### config.mk
export PLATFORM = sky130hd
export DESIGN_NAME = torque_off_monitor
export DESIGN_NICKNAME = d
export VERILOG_FILES = /design/src/hdl/sto_pkg.sv /design/src/hdl/safety_input_filter.sv /design/src/hdl/torque_off_monitor.sv
export VERILOG_INCLUDE_DIRS = /design/src /design/src/hdl
export SDC_FILE = /design/constraint.sdc
export NUM_CORES = 1
export LEC_CHECK = 0
export BUFFER_PORTS_ARGS = -buffer_cell sky130_fd_sc_hd__buf_2
export CAP_MARGIN = 10
export CORE_MARGIN = 4
export CORE_UTILIZATION = 46
export CTS_BUF_LIST = sky130_fd_sc_hd__clkbuf_8 sky130_fd_sc_hd__clkbuf_16
export CTS_CLUSTER_DIAMETER = 100
export DETAILED_ROUTE_END_ITERATION = 12
export PLACE_DENSITY = 0.68
export REMOVE_ABC_BUFFERS = 1
export SYNTH_ARGS = -nofsm -noshare
export SYNTH_HDL_FRONTEND = slang
export SYNTH_SLANG_ARGS = --single-unit
### constraint.sdc
create_clock -name clock_i -period 5.4 [get_ports clock_i]
set_clock_uncertainty 0.1 [all_clocks]
set_input_delay 0.54 -clock clock_i [delete_from_list [all_inputs] [get_ports clock_i]]
set_output_delay 0.54 -clock clock_i [all_outputs]
set_load 0.005 [all_outputs]
### src/hdl/sto_map.svh
// Register offsets, field positions, reset values and timing counts of the torque off monitor
`ifndef STO_MAP_SVH
`define STO_MAP_SVH
`define REG_CTRL 12'h000
`define REG_STATUS 12'h004
`define REG_IRQ_STATUS 12'h008
`define REG_IRQ_CLEAR 12'h00C
`define REG_IRQ_ENABLE 12'h010
`define FUNC_MONITOR 8'h15
`define FUNC_MONITOR_INV 8'h79
`define CTRL_RESET 32'h0000_0015
`define STOP_TIME_NS 3000000
`define MONITOR_TIME_NS 30000000
`define FILTER_TIME_NS 100000
`define CLOCK_PERIOD_NS 10
`define FILTER_CYCLES (`FILTER_TIME_NS / `CLOCK_PERIOD_NS)
`define IRQ_TORQUE_OFF 0
`define IRQ_MISMATCH 1
`define IRQ_RELEASE 2
`define IRQ_BAD_FUNC 3
`endif

### src/hdl/sto_pkg.sv
// Types of the torque off monitor
package sto_pkg;
	typedef enum logic [1:0] {ST_RUN_ALLOWED, ST_TORQUE_OFF, ST_WAIT_RELEASE} sto_state_type;
endpackage

### src/hdl/safety_input_filter.sv
// Synchroniser and stability filter for one safety input channel
`timescale 1ns/1ps
module safety_input_filter #(
	parameter int FILTER_CYCLES = 10000
) (
	// Clock, reset and enable
	input wire logic clock_i,
	input wire logic rst_i,
	input wire logic enable_i,
	// Pin and filtered level
	input wire logic pin_i,
	output logic closed_o
);
	logic sync_first;
	logic sync_second;
	logic [31:0] count;

	always_ff @(posedge clock_i or posedge rst_i)
	begin
		if (rst_i)
		begin
			sync_first <= 1'b0;
			sync_second <= 1'b0;
		end
		else if (enable_i)
		begin
			sync_first <= pin_i;
			sync_second <= sync_first;
		end
	end

	// Opening is taken at once; closing must stay stable for the filter time
	always_ff @(posedge clock_i or posedge rst_i)
	begin
		if (rst_i)
		begin
			count <= 32'h0000_0000;
			closed_o <= 1'b0;
		end
		else if (enable_i)
		begin
			if (!sync_second)
			begin
				count <= 32'h0000_0000;
				closed_o <= 1'b0;
			end
			else if (count >= 32'(FILTER_CYCLES - 1))
				closed_o <= 1'b1;
			else
				count <= count + 32'h0000_0001;
		end
	end
endmodule // safety_input_filter

### src/hdl/torque_off_monitor.sv
// Dual channel safe torque off monitor with AXI4-Lite registers
`timescale 1ns/1ps
`include "sto_map.svh"
module torque_off_monitor
	import sto_pkg::*;
#(
	parameter int FILTER_CYCLES = `FILTER_CYCLES
) (
	// Clock, reset, enable
	input wire logic clock_i,
	input wire logic rst_i,
	input wire logic clock_enable_i,
	// Safety pins, high while closed
	input wire logic safety_input_a_i,
	input wire logic safety_input_b_i,
	// Drive control
	input wire logic run_command_i,
	output logic gate_enable_o,
	output logic torque_off_state_o,
	output logic channel_mismatch_fault_o,
	output logic multifunction_digital_output_o,
	output logic irq_o,
	// AXI4-Lite write
	input wire logic [11:0] s_axi_awaddr,
	input wire logic s_axi_awvalid,
	output logic s_axi_awready,
	input wire logic [31:0] s_axi_wdata,
	input wire logic [3:0] s_axi_wstrb,
	input wire logic s_axi_wvalid,
	output logic s_axi_wready,
	output logic [1:0] s_axi_bresp,
	output logic s_axi_bvalid,
	input wire logic s_axi_bready,
	// AXI4-Lite read
	input wire logic [11:0] s_axi_araddr,
	input wire logic s_axi_arvalid,
	output logic s_axi_arready,
	output logic [31:0] s_axi_rdata,
	output logic [1:0] s_axi_rresp,
	output logic s_axi_rvalid,
	input wire logic s_axi_rready
);
	logic closed_a;
	logic closed_b;
	logic run_sync_first;
	logic run_sync;
	sto_state_type state;
	logic [7:0] output_function_select;
	logic [3:0] irq_status;
	logic [3:0] irq_enable;
	logic [3:0] event_set;
	logic [3:0] clear_pulse;
	logic prev_torque_off;
	logic prev_mismatch;
	logic [11:0] aw_addr;
	logic aw_held;
	logic [31:0] w_data;
	logic [3:0] w_strb;
	logic w_held;
	logic do_write;
	logic [1:0] next_bresp;
	logic any_open;
	logic both_open;
	logic mismatch;
	logic func_valid;

	function automatic logic [31:0] merge_bytes(input logic [31:0] old, input logic [31:0] data, input logic [3:0] strb);
		logic [31:0] result;
		result = old;
		for (int i = 0; i < 4; i++)
			if (strb[i])
				result[i*8 +: 8] = data[i*8 +: 8];
		return result;
	endfunction

	safety_input_filter #(.FILTER_CYCLES(FILTER_CYCLES)) filter_a (
		.clock_i(clock_i),
		.rst_i(rst_i),
		.enable_i(clock_enable_i),
		.pin_i(safety_input_a_i),
		.closed_o(closed_a)
	);

	safety_input_filter #(.FILTER_CYCLES(FILTER_CYCLES)) filter_b (
		.clock_i(clock_i),
		.rst_i(rst_i),
		.enable_i(clock_enable_i),
		.pin_i(safety_input_b_i),
		.closed_o(closed_b)
	);

	assign any_open = !closed_a || !closed_b;
	assign both_open = !closed_a && !closed_b;
	assign mismatch = closed_a != closed_b;
	assign func_valid = output_function_select == `FUNC_MONITOR || output_function_select == `FUNC_MONITOR_INV;

	// Run command comes from a terminal, so it is synchronised too
	always_ff @(posedge clock_i or posedge rst_i)
	begin
		if (rst_i)
		begin
			run_sync_first <= 1'b0;
			run_sync <= 1'b0;
		end
		else if (clock_enable_i)
		begin
			run_sync_first <= run_command_i;
			run_sync <= run_sync_first;
		end
	end

	// Starts in torque off so a power-up with run held does not start the motor
	always_ff @(posedge clock_i or posedge rst_i)
	begin
		if (rst_i)
			state <= ST_TORQUE_OFF;
		else if (clock_enable_i)
		begin
			case (state)
				ST_RUN_ALLOWED:
					if (any_open)
						state <= ST_TORQUE_OFF;
				ST_TORQUE_OFF:
					if (!any_open)
						state <= ST_WAIT_RELEASE;
				ST_WAIT_RELEASE:
					if (any_open)
						state <= ST_TORQUE_OFF;
					else if (!run_sync)
						state <= ST_RUN_ALLOWED;
				default:
					state <= ST_TORQUE_OFF;
			endcase
		end
	end

	// Gate cut the cycle after the filter reports open, ignoring stop method
	always_ff @(posedge clock_i or posedge rst_i)
	begin
		if (rst_i)
		begin
			gate_enable_o <= 1'b0;
			torque_off_state_o <= 1'b1;
			channel_mismatch_fault_o <= 1'b0;
			multifunction_digital_output_o <= 1'b0;
		end
		else if (clock_enable_i)
		begin
			gate_enable_o <= state == ST_RUN_ALLOWED && !any_open && run_sync;
			torque_off_state_o <= state != ST_RUN_ALLOWED || any_open;
			channel_mismatch_fault_o <= mismatch;
			if (output_function_select == `FUNC_MONITOR_INV)
				multifunction_digital_output_o <= !both_open;
			else if (output_function_select == `FUNC_MONITOR)
				multifunction_digital_output_o <= both_open;
			else
				multifunction_digital_output_o <= 1'b0;
		end
	end

	// Event detection for interrupts
	always_ff @(posedge clock_i or posedge rst_i)
	begin
		if (rst_i)
		begin
			prev_torque_off <= 1'b1;
			prev_mismatch <= 1'b0;
		end
		else if (clock_enable_i)
		begin
			prev_torque_off <= any_open;
			prev_mismatch <= mismatch;
		end
	end

	always_comb
	begin
		event_set = 4'h0;
		event_set[`IRQ_TORQUE_OFF] = any_open && !prev_torque_off;
		event_set[`IRQ_MISMATCH] = mismatch && !prev_mismatch;
		event_set[`IRQ_RELEASE] = state == ST_WAIT_RELEASE && !any_open && !run_sync;
		event_set[`IRQ_BAD_FUNC] = !func_valid;
	end

	assign do_write = aw_held && w_held && !s_axi_bvalid;
	assign clear_pulse = (do_write && aw_addr == `REG_IRQ_CLEAR) ? w_data[3:0] & {4{w_strb[0]}} : 4'h0;

	// A new event in the clearing cycle keeps its bit
	always_ff @(posedge clock_i or posedge rst_i)
	begin
		if (rst_i)
			irq_status <= 4'h0;
		else if (clock_enable_i)
			irq_status <= (irq_status & ~clear_pulse) | event_set;
	end

	always_ff @(posedge clock_i or posedge rst_i)
	begin
		if (rst_i)
			irq_o <= 1'b0;
		else if (clock_enable_i)
			irq_o <= |(irq_status & irq_enable);
	end

	// Write channel: address and data accepted in either order
	always_ff @(posedge clock_i or posedge rst_i)
	begin
		if (rst_i)
		begin
			aw_held <= 1'b0;
			w_held <= 1'b0;
			aw_addr <= 12'h000;
			w_data <= 32'h0000_0000;
			w_strb <= 4'h0;
			s_axi_bvalid <= 1'b0;
			s_axi_bresp <= 2'b00;
		end
		else if (clock_enable_i)
		begin
			if (s_axi_awvalid && s_axi_awready)
			begin
				aw_held <= 1'b1;
				aw_addr <= s_axi_awaddr;
			end
			if (s_axi_wvalid && s_axi_wready)
			begin
				w_held <= 1'b1;
				w_data <= s_axi_wdata;
				w_strb <= s_axi_wstrb;
			end
			if (do_write)
			begin
				aw_held <= 1'b0;
				w_held <= 1'b0;
				s_axi_bvalid <= 1'b1;
				s_axi_bresp <= next_bresp;
			end
			else if (s_axi_bvalid && s_axi_bready)
				s_axi_bvalid <= 1'b0;
		end
	end

	always_comb
	begin
		case (aw_addr)
			`REG_CTRL, `REG_IRQ_CLEAR, `REG_IRQ_ENABLE:
				next_bresp = 2'b00;
			`REG_STATUS, `REG_IRQ_STATUS:
				next_bresp = 2'b00;
			default:
				next_bresp = 2'b10;
		endcase
	end

	always_ff @(posedge clock_i or posedge rst_i)
	begin
		if (rst_i)
		begin
			s_axi_awready <= 1'b0;
			s_axi_wready <= 1'b0;
		end
		else if (clock_enable_i)
		begin
			s_axi_awready <= !aw_held && !(s_axi_awvalid && s_axi_awready) && !s_axi_bvalid;
			s_axi_wready <= !w_held && !(s_axi_wvalid && s_axi_wready) && !s_axi_bvalid;
		end
	end

	// Control registers
	always_ff @(posedge clock_i or posedge rst_i)
	begin
		if (rst_i)
		begin
			output_function_select <= 8'(`CTRL_RESET);
			irq_enable <= 4'h0;
		end
		else if (clock_enable_i && do_write)
		begin
			if (aw_addr == `REG_CTRL)
				output_function_select <= 8'(merge_bytes({24'h00_0000, output_function_select}, w_data, w_strb));
			if (aw_addr == `REG_IRQ_ENABLE)
				irq_enable <= 4'(merge_bytes({28'h000_0000, irq_enable}, w_data, w_strb));
		end
	end

	// Read channel, one cycle after address
	always_ff @(posedge clock_i or posedge rst_i)
	begin
		if (rst_i)
		begin
			s_axi_arready <= 1'b0;
			s_axi_rvalid <= 1'b0;
			s_axi_rdata <= 32'h0000_0000;
			s_axi_rresp <= 2'b00;
		end
		else if (clock_enable_i)
		begin
			s_axi_arready <= !s_axi_rvalid && !s_axi_arready && s_axi_arvalid;
			if (s_axi_arvalid && s_axi_arready)
			begin
				s_axi_rvalid <= 1'b1;
				s_axi_rresp <= 2'b00;
				case (s_axi_araddr)
					`REG_CTRL: s_axi_rdata <= {24'h00_0000, output_function_select};
					`REG_STATUS: s_axi_rdata <= {25'h000_0000, run_sync, state, mismatch, torque_off_state_o,
						closed_b, closed_a};
					`REG_IRQ_STATUS: s_axi_rdata <= {28'h000_0000, irq_status};
					`REG_IRQ_ENABLE: s_axi_rdata <= {28'h000_0000, irq_enable};
					`REG_IRQ_CLEAR: s_axi_rdata <= 32'h0000_0000;
					default:
					begin
						s_axi_rdata <= 32'h0000_0000;
						s_axi_rresp <= 2'b10;
					end
				endcase
			end
			else if (s_axi_rvalid && s_axi_rready)
				s_axi_rvalid <= 1'b0;
		end
	end
endmodule // torque_off_monitor

* After elaboration in Yosys (flattened, before gate mapping)
Index checks and enable logic that the tools add are counted.
** Storage, ports and cells
- Input bits :: 71
- Bits in registers :: 160
** Operators by class
- Magnitude comparators :: 2
- Eq/ne operators :: 20
- Mux-type cells :: 27
- Reductions and logical operators :: 66
- Bitwise gates (word level) :: 5
- Add/subtract/negate cells :: 2
** Operators by type and width (number)
- $mux 32 :: 4
- $add 32x1->32 const B :: 2
- $ge 32x14->1 const B :: 2
- $eq 12x4->1 const B :: 4
- $pmux 8 s4 :: 1
- $eq 12x3->1 const B :: 2
- $eq 12x5->1 const B :: 2
- $logic_not 12->1 :: 2
- $reduce_and 2->1 :: 12
- $logic_and 1x1->1 :: 22
- $logic_not 1->1 :: 15
- $mux 1 :: 14
- $and 4x4->4 :: 3
- $mux 2 :: 6
- $ne 2x2->1 const B :: 6
- $reduce_bool 2->1 :: 5
- $reduce_or 5->1 :: 2
- $eq 8x5->1 const B :: 1
- $eq 8x7->1 const B :: 1
- $pmux 2 s3 :: 1
- $reduce_and 3->1 :: 2
- $mux 4 :: 1
- $not 4->4 :: 1
- $or 4x4->4 :: 1
- 8 further kinds :: 10

* Longest topological paths before layout
Gate-level depths: netlist of the first run.
- Depth in word-level cells :: 7
- Gate-level depth with buffers :: 7
- Mapped depth without buffers :: 6

* By module
Synthesis of the first run repeated with hierarchy kept, for this count alone.
** Unflattened totals
- Cells, all modules :: 584
- Area, all modules :: 6387.4 µm²
** Modules (own cells, without submodules)
- torque_off_monitor :: area an instance 3064.2 µm², times used 1, seq. area each 1609.0 µm², cells each 265
- safety_input_filter at filter_a :: area an instance 1726.7 µm², times used 1, seq. area each 875.8 µm², cells each 172
- safety_input_filter at filter_b :: area an instance 1596.5 µm², times used 1, seq. area each 875.8 µm², cells each 147

* Least setup slack after synthesis of the first run
No wires, ideal clock.
- Path type :: flip-flop to flip-flop
- Start point :: register filter_b.count[15]
- End point :: register filter_b.count[7]
- Required time :: 5.222 ns
- Stages on the path, launching flop included :: 7
- Slack :: 3.275 ns
- Path buffers :: 1
- Arrival :: 1.947 ns
- Cells stage by stage :: dfrtp_1 > or4_4 > a2111oi_4 > nand4_4 > buf_6 > or3_1 > a21oi_1
** On the way
- Word-level cells in the longest chain between the ends :: 3
** Ends and longest elaborated chain
- start: declaration :: RTL line safety_input_filter.sv:16 : logic [31:0] count;
- start signal: assignment :: RTL line safety_input_filter.sv:50 : count <= count + 32'h0000_0001;
- $ge 32x14->1 :: RTL line safety_input_filter.sv:47 : else if (count >= 32'(FILTER_CYCLES - 1))
- $ne 2x2->1 (no line)
- $reduce_and 2->1 (no line)
No other way between the ends.
A chain may end at the register's enable or synchronous reset.

* Worst setup path in the final report of the first run
- Start point :: input clock_enable_i
- End point :: register output_function_select[1]
** On the way
- Word-level cells in the longest chain between the ends :: 2
** Ends and longest elaborated chain
- start: declaration :: RTL line torque_off_monitor.sv:12 : input wire logic clock_enable_i,
- $logic_and 1x1->1 :: RTL line torque_off_monitor.sv:277 : else if (clock_enable_i && do_write)
- $reduce_and 3->1 (no line)
- end signal: assignment :: RTL line torque_off_monitor.sv:274 : output_function_select <= 8'(`CTRL_RESET);
- end signal: assignment :: RTL line torque_off_monitor.sv:280 : output_function_select <= 8'(merge_bytes({24'h00_0000, output_function_select}, w_data, w_strb));
- end: declaration :: RTL line torque_off_monitor.sv:48 : logic [7:0] output_function_select;
No other way between the ends.

==> out/qor.csv, run 1 <==
stage,metric,value,unit
routing,DR vias,4195,
critical_path,Worst Path Required,5590,ps
cells_and_area,layout cells sized above 1,24.40,%
sta,slack of the critical path,2720,ps
critical_path,Worst R2R End,filter_b.count[5],
logic_synthesis,Seq cells post-synth,134,
cts,H-tree depth,4,
pwr,PwrDens,376.3,mW/mm²
global_route,vias in the first global route,4140,
sta,Setup-failing EPs final,0,
cells_and_area,fin util,54.96,%
routing,antenna-violating nets left,0,
critical_path,WP data arrival,2870,ps
logic_synthesis,Post-synth EDFFs,0,
placed_design,RePlAce Congestion,0.7965,
cells_and_area,Multi-input gate area,0.002466,mm²
critical_path,Critical Path Fanout Max,42,
cts,clk_lat worst skew,420,ps
sta,Slew @ Worst Pin,964.5,ps
cells_and_area,# nets final,689,
cts,CTS tree,built,
logic_synthesis,sequential fraction of the synthesis area,55.29,%
cts,Num CTS Buffers,17,
cts,Max Root-Sink Buffers,2,
floorplan,total core area,0.01277,mm²
critical_path,Reg2Reg Setup Slack,2890,ps
min_path,Hold Startpoint,s_axi_awaddr[1],
critical_path,worst reg2reg path depth,5,
cts,clk sink count,134,
cts,# Post-CTS Setup Buffers,0,
sta,worst rel slew slack,35.70,%
logic_synthesis,"area leader, netlist",dfrtp_1,
pwr,peak supply drop,0.2971,mV
routing,final WL,11850,µm
routing,via/cell ratio,5.250,
cts,PostCTS Resize Cnt,0,
global_route,total grt overflow,0,
routing,DR iter-0 viols,278,
pwr,leak pwr,0.003358,µW
floorplan,die area,0.01512,mm²
outcome,status,finished clean,
floorplan,Die Y,123.0,µm
logic_synthesis,Synth Warn #,0,
flow_run,# Max-Cap Violations,0,
logic_synthesis,"Top FF cell, synth",dfrtp_1,
sta,endpoints failing hold,0,
sta,hold slack,253.4,ps
min_path,HP Class,in -> reg,
placed_design,post-place setup slack,2262,ps
critical_path,r2r startpoint,filter_b.count[15],
floorplan,Initial Util,47.59,%
pwr,Tot Pwr,2641,µW
critical_path,crit start category,primary input,
sta,Pins Over Slew Limit,0,
routing,1st-pass router iterations,4,
min_path,Hold Crit Endpoint,aw_addr[1],
logic_synthesis,Mapped Area,0.006078,mm²
critical_path,Worst Setup Path Type,in -> reg,
cts,CTS Root Cell,clkbuf_16,
min_path,hold depth,2,
logic_synthesis,largest cells by area after synthesis,"dfrtp_1 53%, mux2_2 7.8%, and2_1 3.9%",
routing,drc violations,0,
cells_and_area,Reg area,0.003361,mm²
cells_and_area,Ant. Diodes,0,
global_route,antenna violations before repair,0,
cts,hold buffers post-CTS,0,
logic_synthesis,Yosys cell types,54,
floorplan,Rows,41,
sta,Max Fclk,373.2,MHz
sta,unrepaired setup endpoints after global routing,no,
global_route,largest net degree at the start of global routing,81,
logic_synthesis,"FFs w/ async S/R, synth",100.0,%
logic_synthesis,Syn Area/Cell,11.01,µm²
logic_synthesis,Synth Instances,552,
global_route,gr usage total,17.02,%
placed_design,HPWL Detailed,8242,µm
floorplan,die width,123.0,µm
cells_and_area,Layout area overhead,15.50,%
logic_synthesis,top-area cell type share of the netlist area,52.70,%
global_route,first-pass GRT wire length,20150,µm
sta,"Min Clock Period, post-route",2680,ps
sta,fin crit share,49.62,%
sta,TNS Setup,0,ps
placed_design,PortBufs,63,
routing,per-cell routed wire length,14.83,µm
floorplan,I/O pin total,117,
critical_path,crit end category,flip-flop,
cells_and_area,Layout fillers,1092,
cts,clk slew on worst S/H paths,60,ps
-- metrics by stage --
stage               std cells  cell area, µm²
floorplan                 530            5891
global placement          767            6439
detailed placement        767            6439
CTS                       799            7020
global route              799            7020
finish                    799            7020
-- cell usage after synthesis, drive strengths merged (4+ instances only) --
| cell | count |
|---|---|
| dfrtp | 128 |
| mux2 | 42 |
| nand2 | 41 |
| and2 | 38 |
| nor2 | 31 |
| buf | 28 |
| o21ai | 26 |
| a21oi | 21 |
| clkbuf | 19 |
| inv | 17 |
| nand3 | 14 |
| nor4 | 12 |
| mux2i | 10 |
| or3 | 10 |
| nor3 | 9 |
| a31oi | 8 |
| nand2b | 8 |
| nand4 | 8 |
| dfstp | 6 |
| or4 | 6 |
| a22oi | 5 |
| and3 | 5 |
| o31ai | 5 |
| a211oi | 4 |
| ha | 4 |
| nand3b | 4 |
| nor2b | 4 |
-- worst max path at each step --
stage / start / endpoint / cells past startpoint
after floorplan: rst_i / aw_addr[0] / 1
after global placement: clock_enable_i / output_function_select[7] / 5
after detailed placement: clock_enable_i / output_function_select[1] / 5
after CTS: clock_enable_i / output_function_select[1] / 5
after global routing: clock_enable_i / output_function_select[1] / 5
final: clock_enable_i / output_function_select[1] / 5
-- critical path, stage by stage --
cell and delay [ps]:
buf_2 570, nand4b_1 350, nor3_1 380, nor3b_2 600
mux2_2 420
-- layer usage --
layer / global-route usage, % / up-vias / routed length (µm)
li1: - / 2034 / -
met1: 23.73 / 2053 / 5555
met4: 5.948 / 0 / 119
met5: 0 / - / 0
met2: 24.94 / 97 / 5561
met3: 5.764 / 11 / 612
-- placed cells by master, fill, tap and decap left out, types with 5 or more instances in the layout --
cell type | synthesis | final
nand3_1 | 14 | 14
conb_1 | 1 | 26
nand2_1 | 41 | 41
clkbuf_16 | 0 | 17
and3_1 | 5 | 5
nor4_1 | 12 | 12
nor3_1 | 9 | 9
nand2b_1 | 8 | 8
or4_1 | 5 | 5
nor2_1 | 31 | 31
o31ai_1 | 5 | 5
a31oi_1 | 8 | 8
inv_1 | 17 | 19
nand4_1 | 7 | 7
mux2_2 | 42 | 42
o21ai_0 | 26 | 26
mux2i_1 | 10 | 10
a22oi_1 | 5 | 5
or3_1 | 10 | 10
dfrtp_1 | 128 | 128
buf_2 | 0 | 63
a21oi_1 | 21 | 21
dfstp_2 | 6 | 6
and2_1 | 38 | 38
-- area by class of cell --
cell class | count | area share (%)
sequential | 134 | 47.87
multi-input combinational | 379 | 35.13
clock buffer | 20 | 6.648
timing repair buffer | 65 | 4.705
tap | 172 | 3.065
clock inverter | 12 | 1.640
inverter | 17 | 0.9446
-- registers in the layout, summed over array words and instances, names as in the netlist, 2 cells and up --
register	flops
filter_b.count	32
aw_addr	12
s_axi_rdata	8
output_function_select	8
irq_enable	4
state	2
w_data	8
filter_a.count	32
irq_status	4
-- cell families after synthesis --
kind of cell    count (synthesis)  share of synthesized area (%)
xor+xnor                        2                         0.2882
fa+ha+maj                       4                         0.8234
buf+inv                        64                          5.681
mux                            52                          9.428
other cells                     1                        0.06169
flops                         134                          55.29
compound gates                 91                          9.819
simple gates                  204                          18.61
-- report_power, final --
group | total [µW] | internal (µW) | switching, µW
Combinational | 294 | 155 | 140
Sequential | 1230 | 1130 | 94.4
Clock | 1120 | 708 | 410
Power figures use the tool's default switching activity.
==> inputs of run 2 (changes only) <==
--- a/config.mk
+++ b/config.mk
@@ -6,6 +6,7 @@
 export SDC_FILE = /design/constraint.sdc
 export NUM_CORES = 1
 export LEC_CHECK = 0
+export ABC_AREA = 1
 export BUFFER_PORTS_ARGS = -buffer_cell sky130_fd_sc_hd__buf_2
 export CAP_MARGIN = 10
 export CORE_MARGIN = 4
@@ -13,7 +14,7 @@
 export CTS_BUF_LIST = sky130_fd_sc_hd__clkbuf_8 sky130_fd_sc_hd__clkbuf_16
 export CTS_CLUSTER_DIAMETER = 100
 export DETAILED_ROUTE_END_ITERATION = 12
-export PLACE_DENSITY = 0.68
+export PLACE_DENSITY = 0.67
 export REMOVE_ABC_BUFFERS = 1
 export SYNTH_ARGS = -nofsm -noshare
 export SYNTH_HDL_FRONTEND = slang
==> constraint.sdc (replaced) <==
create_clock -name clock_i -period 2.7 [get_ports clock_i]
set_clock_uncertainty 0.1 [all_clocks]
set_input_delay 0.27 -clock clock_i [delete_from_list [all_inputs] [get_ports clock_i]]
set_output_delay 0.27 -clock clock_i [all_outputs]
set_load 0.005 [all_outputs]
==> out/qor.csv, run 2 <==
stage,metric,value,unit
outcome,status,finished clean,
routing,via/cell ratio,4.875,
floorplan,Rows,44,
floorplan,total core area,0.01453,mm²
placed_design,HPWL Detailed,9948,µm
placed_design,Placed Instances,1106,
floorplan,Die Y,129.8,µm
pwr,clock network fraction of design power,40.3,%
logic_synthesis,"FFs w/ async S/R, synth",100.0,%
logic_synthesis,largest cells by area after synthesis,"dfrtp_1 47%, nand2_1 15%, nand3_1 7.3%",
cells_and_area,Layout fillers,1347,
critical_path,Worst Path Required,2900,ps
sta,Slew @ Worst Pin,604.7,ps
cts,hold buffers post-CTS,25,
cells_and_area,fin util,54.94,%
flow_run,# Max-Cap Violations,0,
logic_synthesis,Syn Area/Cell,7.758,µm²
pwr,leak pwr,0.004196,µW
cts,H-tree depth,4,
pwr,peak supply drop,0.4615,mV
pwr,internal cell power,3819,µW
cts,Max Root-Sink Buffers,2,
global_route,gr usage total,18.34,%
sta,"Min Clock Period, post-route",1871,ps
sta,TNS Setup,0,ps
cells_and_area,Ant. Diodes,0,
critical_path,worst reg2reg path depth,8,
critical_path,WP data arrival,2070,ps
global_route,antenna violations before repair,0,
cts,PostCTS Resize Cnt,0,
sta,Max Fclk,534.6,MHz
routing,antenna-violating nets left,0,
min_path,hold depth,3,
pwr,Psw,1562,µW
global_route,largest net degree at the start of global routing,60,
logic_synthesis,"Top FF cell, synth",dfrtp_1,
pwr,Switching Fraction,29.03,%
critical_path,crit end category,flip-flop,
global_route,vias in the first global route,5344,
routing,1st-pass router iterations,5,
critical_path,Critical Path Fanout Max,11,
logic_synthesis,Synth Warn #,0,
logic_synthesis,Seq cells post-synth,134,
sta,worst rel slew slack,59.38,%
cts,# Post-CTS Setup Buffers,0,
cells_and_area,most frequent cells in the layout,"264 x nand2_1, 128 x dfrtp_1, 112 x nor2_1",
cells_and_area,biggest regs,"filter_a.count: 32 flops, filter_b.count: 32 flops, aw_addr: 12 flops",
critical_path,Worst R2R End,filter_a.count[12],
floorplan,Initial Util,46.92,%
logic_synthesis,"count leader, synth",nand2_1,
cells_and_area,design area,0.007985,mm²
sta,slack of the critical path,829.4,ps
cells_and_area,Layout area overhead,17.10,%
floorplan,die area,0.01684,mm²
logic_synthesis,Synth Instances,879,
cells_and_area,"most common cell after layout, fill and taps aside",nand2_1,
floorplan,I/O pin total,117,
cells_and_area,fin cells,1163,
sta,endpoints failing hold,0,
routing,drc violations,0,
routing,DR iter-0 viols,384,
logic_synthesis,top post-synthesis cells by count,"264 x nand2_1, 128 x dfrtp_1, 112 x nor2_1, 99 x nand3_1, 98 x inv_1",
cts,Num CTS Buffers,17,
placed_design,post-place setup slack,721.5,ps
logic_synthesis,Mapped Area,0.006819,mm²
logic_synthesis,top-area cell type share of the netlist area,46.97,%
global_route,first-pass GRT wire length,24850,µm
cells_and_area,layout cells sized above 1,13.48,%
sta,Pins Over Slew Limit,0,
logic_synthesis,sequential fraction of the synthesis area,49.28,%
cts,clk_lat worst skew,420,ps
min_path,HP Class,in -> reg,
logic_synthesis,Yosys cell types,37,
routing,final WL,14600,µm
sta,unrepaired setup endpoints after global routing,no,
placed_design,RePlAce Congestion,0.8449,
cts,clk sink count,134,
routing,DR vias,5670,
cts,clk slew on worst S/H paths,60,ps
placed_design,PortBufs,63,
critical_path,Worst Setup Path Type,reg -> reg,
pwr,Sequential Power Share,46.4,%
global_route,total grt overflow,0,
sta,Setup-failing EPs final,0,
min_path,Hold Crit Endpoint,w_data[1],
critical_path,Reg2Reg Setup Slack,830,ps
logic_synthesis,Post-synth EDFFs,0,
critical_path,crit start category,flip-flop,
critical_path,r2r startpoint,filter_a.count[0],
pwr,power share of the combinational group,13.3,%
routing,per-cell routed wire length,12.55,µm
sta,fin crit share,69.28,%
placed_design,Placement Cell Area,0.007178,mm²
cells_and_area,# nets final,1041,
logic_synthesis,"area leader, netlist",dfrtp_1,
cts,CTS tree,built,
min_path,Hold Startpoint,s_axi_wdata[1],
cts,CTS Root Cell,clkbuf_16,
pwr,PwrDens,673.9,mW/mm²
floorplan,die width,129.8,µm
## run 2: power groups by stage
stage | registers, µW | clock network [µW] | logic (µW)
4_1_cts | 2500 | 2200 | 722
3_3_place_gp | 2520 | 0 | 676
2_1_floorplan | 2480 | 0 | 469
6_report | 2500 | 2170 | 716
5_1_grt | 2530 | 2290 | 844
3_5_place_dp | 2520 | 0 | 693
## run 2: worst max-delay path, stage by stage, from the launching register on
cell and delay, ps:
dfrtp_1 390, ha_1 260, nand3_2 140, nand3_1 110
nand3_2 100, nand3_1 150, nand2_1 280, nand3_1 160
nand2_1 60
## run 2: area by class of cell
type	instances	area, µm²	share of cell area (%)
Clock inverter	15	131.4	1.645
Sequential cell	134	3361	42.09
Inverter	104	395.4	4.951
Clock buffer	17	425.4	5.327
Timing Repair Buffer	93	615.6	7.709
Multi-Input combinational cell	616	2826	35.40
Tap cell	184	230.2	2.883
## run 2: metal layers
layer | vias to the layer above | GRT usage, % | wire length [µm] | share of wire (%)
met3 | 18 | 4.257 | 742 | 5.1
met4 | 0 | 6.112 | 232 | 1.6
met2 | 126 | 30.24 | 6976 | 48
li1 | 2889 | - | - | -
met5 | - | 0 | 0 | 0
met1 | 2637 | 24.04 | 6647 | 46
## run 2: per-stage QoR
step                hold WS (ps)  total power (µW)
finish                     17.53              5381
global route               45.78              5671
CTS                        4.584              5420
detailed placement         277.0              3216
global placement           276.4              3199
floorplan                  244.8              2948
## run 2: logic make-up (layout without fill, tap and decap cells)
kind of cell	count (synthesis)	in the layout	synth area share, %
AND/OR/NAND/NOR	524	524	33.47
flip-flops	134	134	49.28
XOR/XNOR	14	14	1.798
other	1	26	0.05499
buffers and inverters	154	229	10.64
AO/OA/AOI/OAI	48	48	4.018
adder cells (fa/ha/maj)	4	4	0.7340
## run 2: worst max path at each step
stage / from / end / slack (ps) / cells past startpoint
2_1_floorplan: rst_i / aw_addr[0] / -1240 / 1
3_3_place_gp: clock_enable_i / aw_addr[1] / 710 / 6
3_5_place_dp: clock_enable_i / w_data[5] / 720 / 6
4_1_cts: filter_a.count[0] / filter_a.count[12] / 810 / 8
5_1_grt: filter_a.count[0] / filter_a.count[0] / 640 / 8
6_report: filter_a.count[0] / filter_a.count[12] / 830 / 8
==> inputs of run 3 (changes only) <==
==> constraint.sdc (replaced) <==
create_clock -name clock_i -period 1.8 [get_ports clock_i]
set_clock_uncertainty 0.1 [all_clocks]
set_input_delay 0.18 -clock clock_i [delete_from_list [all_inputs] [get_ports clock_i]]
set_output_delay 0.18 -clock clock_i [all_outputs]
set_load 0.005 [all_outputs]
==> out/qor.csv, run 3 (synthesis results as in run 2) <==
stage,metric,value,unit
outcome,status,finished clean,
routing,per-cell routed wire length,12.30,µm
critical_path,r2r startpoint,filter_b.count[0],
floorplan,Die Y,129.8,µm
global_route,first-pass GRT wire length,24850,µm
floorplan,Rows,44,
floorplan,die area,0.01684,mm²
floorplan,die width,129.8,µm
cells_and_area,Ant. Diodes,0,
critical_path,crit end category,flip-flop,
critical_path,Most Frequent Cell on Critical Path,nand3_1,
pwr,PwrDens,1035,mW/mm²
critical_path,Crit. Startpoint,filter_b.count[0],
floorplan,total core area,0.01453,mm²
cts,# Post-CTS Setup Buffers,0,
cts,H-tree depth,4,
flow_run,# Max-Cap Violations,0,
routing,via/cell ratio,4.820,
cells_and_area,Layout area overhead,21.41,%
sta,Setup-failing EPs final,0,
sta,"Min Clock Period, post-route",1683,ps
critical_path,crit start category,flip-flop,
floorplan,I/O pin total,117,
placed_design,PortBufs,63,
placed_design,RePlAce Congestion,0.8506,
cts,clk slew on worst S/H paths,60,ps
sta,fin crit share,93.51,%
cells_and_area,"most common cell after layout, fill and taps aside",nand2_1,
critical_path,Worst Setup Path Type,reg -> reg,
routing,DR vias,5717,
routing,DR iter-0 viols,324,
cts,clk_lat worst skew,410,ps
sta,TNS Setup,0,ps
routing,1st-pass router iterations,5,
min_path,Hold Startpoint,s_axi_araddr[3],
global_route,largest net degree at the start of global routing,39,
critical_path,WP data arrival,1880,ps
critical_path,Worst Path Required,2000,ps
placed_design,Placed Instances,1125,
global_route,total grt overflow,0,
placed_design,HPWL Detailed,10180,µm
sta,Max Fclk,594.1,MHz
cells_and_area,layout cells sized above 1,15.17,%
sta,endpoints failing hold,0,
cts,Max Root-Sink Buffers,2,
cells_and_area,design area,0.008279,mm²
critical_path,"Max stage delay cell, worst path",dfrtp_1,
sta,unrepaired setup endpoints after global routing,no,
cts,clk sink count,134,
pwr,peak supply drop,0.7864,mV
sta,Pins Over Slew Limit,0,
pwr,Tot Pwr,8570,µW
global_route,gr usage total,18.39,%
placed_design,Placement Cell Area,0.007333,mm²
sta,hold slack,11.56,ps
critical_path,CP max stage delay,410,ps
pwr,leak pwr,0.004377,µW
routing,antenna-violating nets left,0,
floorplan,Initial Util,46.92,%
cells_and_area,biggest regs,"filter_a.count: 32 flops, filter_b.count: 32 flops, aw_addr: 12 flops",
cts,Num CTS Buffers,17,
cts,CTS Root Cell,clkbuf_16,
critical_path,Critical Path Fanout Max,14,
critical_path,"Critical Path, Cell by Cell",ha_1 > nand3_2 > nand3_1 > nand3_1 > buf_4 > nand4_2 > buf_4 > nand3_1 > nand2_1,
cells_and_area,fin cells,1186,
min_path,HP Class,in -> reg,
cells_and_area,# nets final,1064,
global_route,antenna violations before repair,0,
global_route,vias in the first global route,5362,
routing,final WL,14590,µm
routing,drc violations,0,
cells_and_area,most frequent cells in the layout,"262 x nand2_1, 128 x dfrtp_1, 110 x nor2_1",
cts,CTS tree,built,
[run 3: cell types whose count changed in the layout (fill, tap and decap cells not counted), moves of 3 or more]
cell           delta
buf_4            +18
clkbuf_8          +5
dlygate4sd3_1     +4
bufinv_16         +3
clkinv_2          -3
clkinv_4          -3
clkinvlp_4        -3
inv_1             +3
[run 3: cell type report]
type	instances	area [µm²]
clock buffer	22	494.2
clock inverter	10	151.4
fill	1333	6255
inverter	104	395.4
multi-input combinational	616	2836
sequential	134	3361
tap	184	230.2
timing repair buffer	116	810.8
[run 3: metrics by stage]
step / util (%) / setup slack, ps
2_1_floorplan: - / -2053
3_3_place_gp: 50.46 / 108.9
3_5_place_dp: 50.46 / 20.23
4_1_cts: 56.90 / 17.75
5_1_grt: 56.96 / 3.168
6_report: 56.96 / 116.9
[run 3: path summary, 6_finish.rpt]
path	slack (ps)	depth (start not counted)	endpoint
setup / recovery	120	9	filter_b.count[0]
hold / removal	10	4	s_axi_rresp[1]
setup reg to reg	120	9	filter_b.count[0]
hold reg to reg	360	2	prev_torque_off
max in group asynchronous	790	4	state[0]
min in group asynchronous	210	3	filter_b.count[12]
[run 3: where the power goes]
group | switching (µW) | internal [µW]
logic | 686 | 433
clock network | 1220 | 2480
registers | 316 | 3430
total | 2220 | 6350
[run 3: worst max-delay path: cells and delay by family, from the launching register on]
family,cells,cell delay (ps)
buffers and inverters,2,320
adder cells (fa/ha/maj),1,240
AND/OR/NAND/NOR,6,490
flip-flops,1,410
[run 3: layer usage]
| metal | global-route usage (%) | vias to the layer above | wire (µm) |
|---|---|---|---|
| met4 | 6.785 | 0 | 302 |
| met2 | 30.30 | 128 | 6918 |
| met3 | 3.889 | 27 | 570 |
| met1 | 24.08 | 2617 | 6799 |
| li1 | - | 2945 | - |
| met5 | 0 | - | 0 |
[run 3: repair_timing]
action / 4_1_cts / 5_1_grt
hold buffers: 29 / 0
setup endpoints to repair: 0 / 19
gates resized for setup: 0 / 4
hold endpoints to repair: 61 / 0
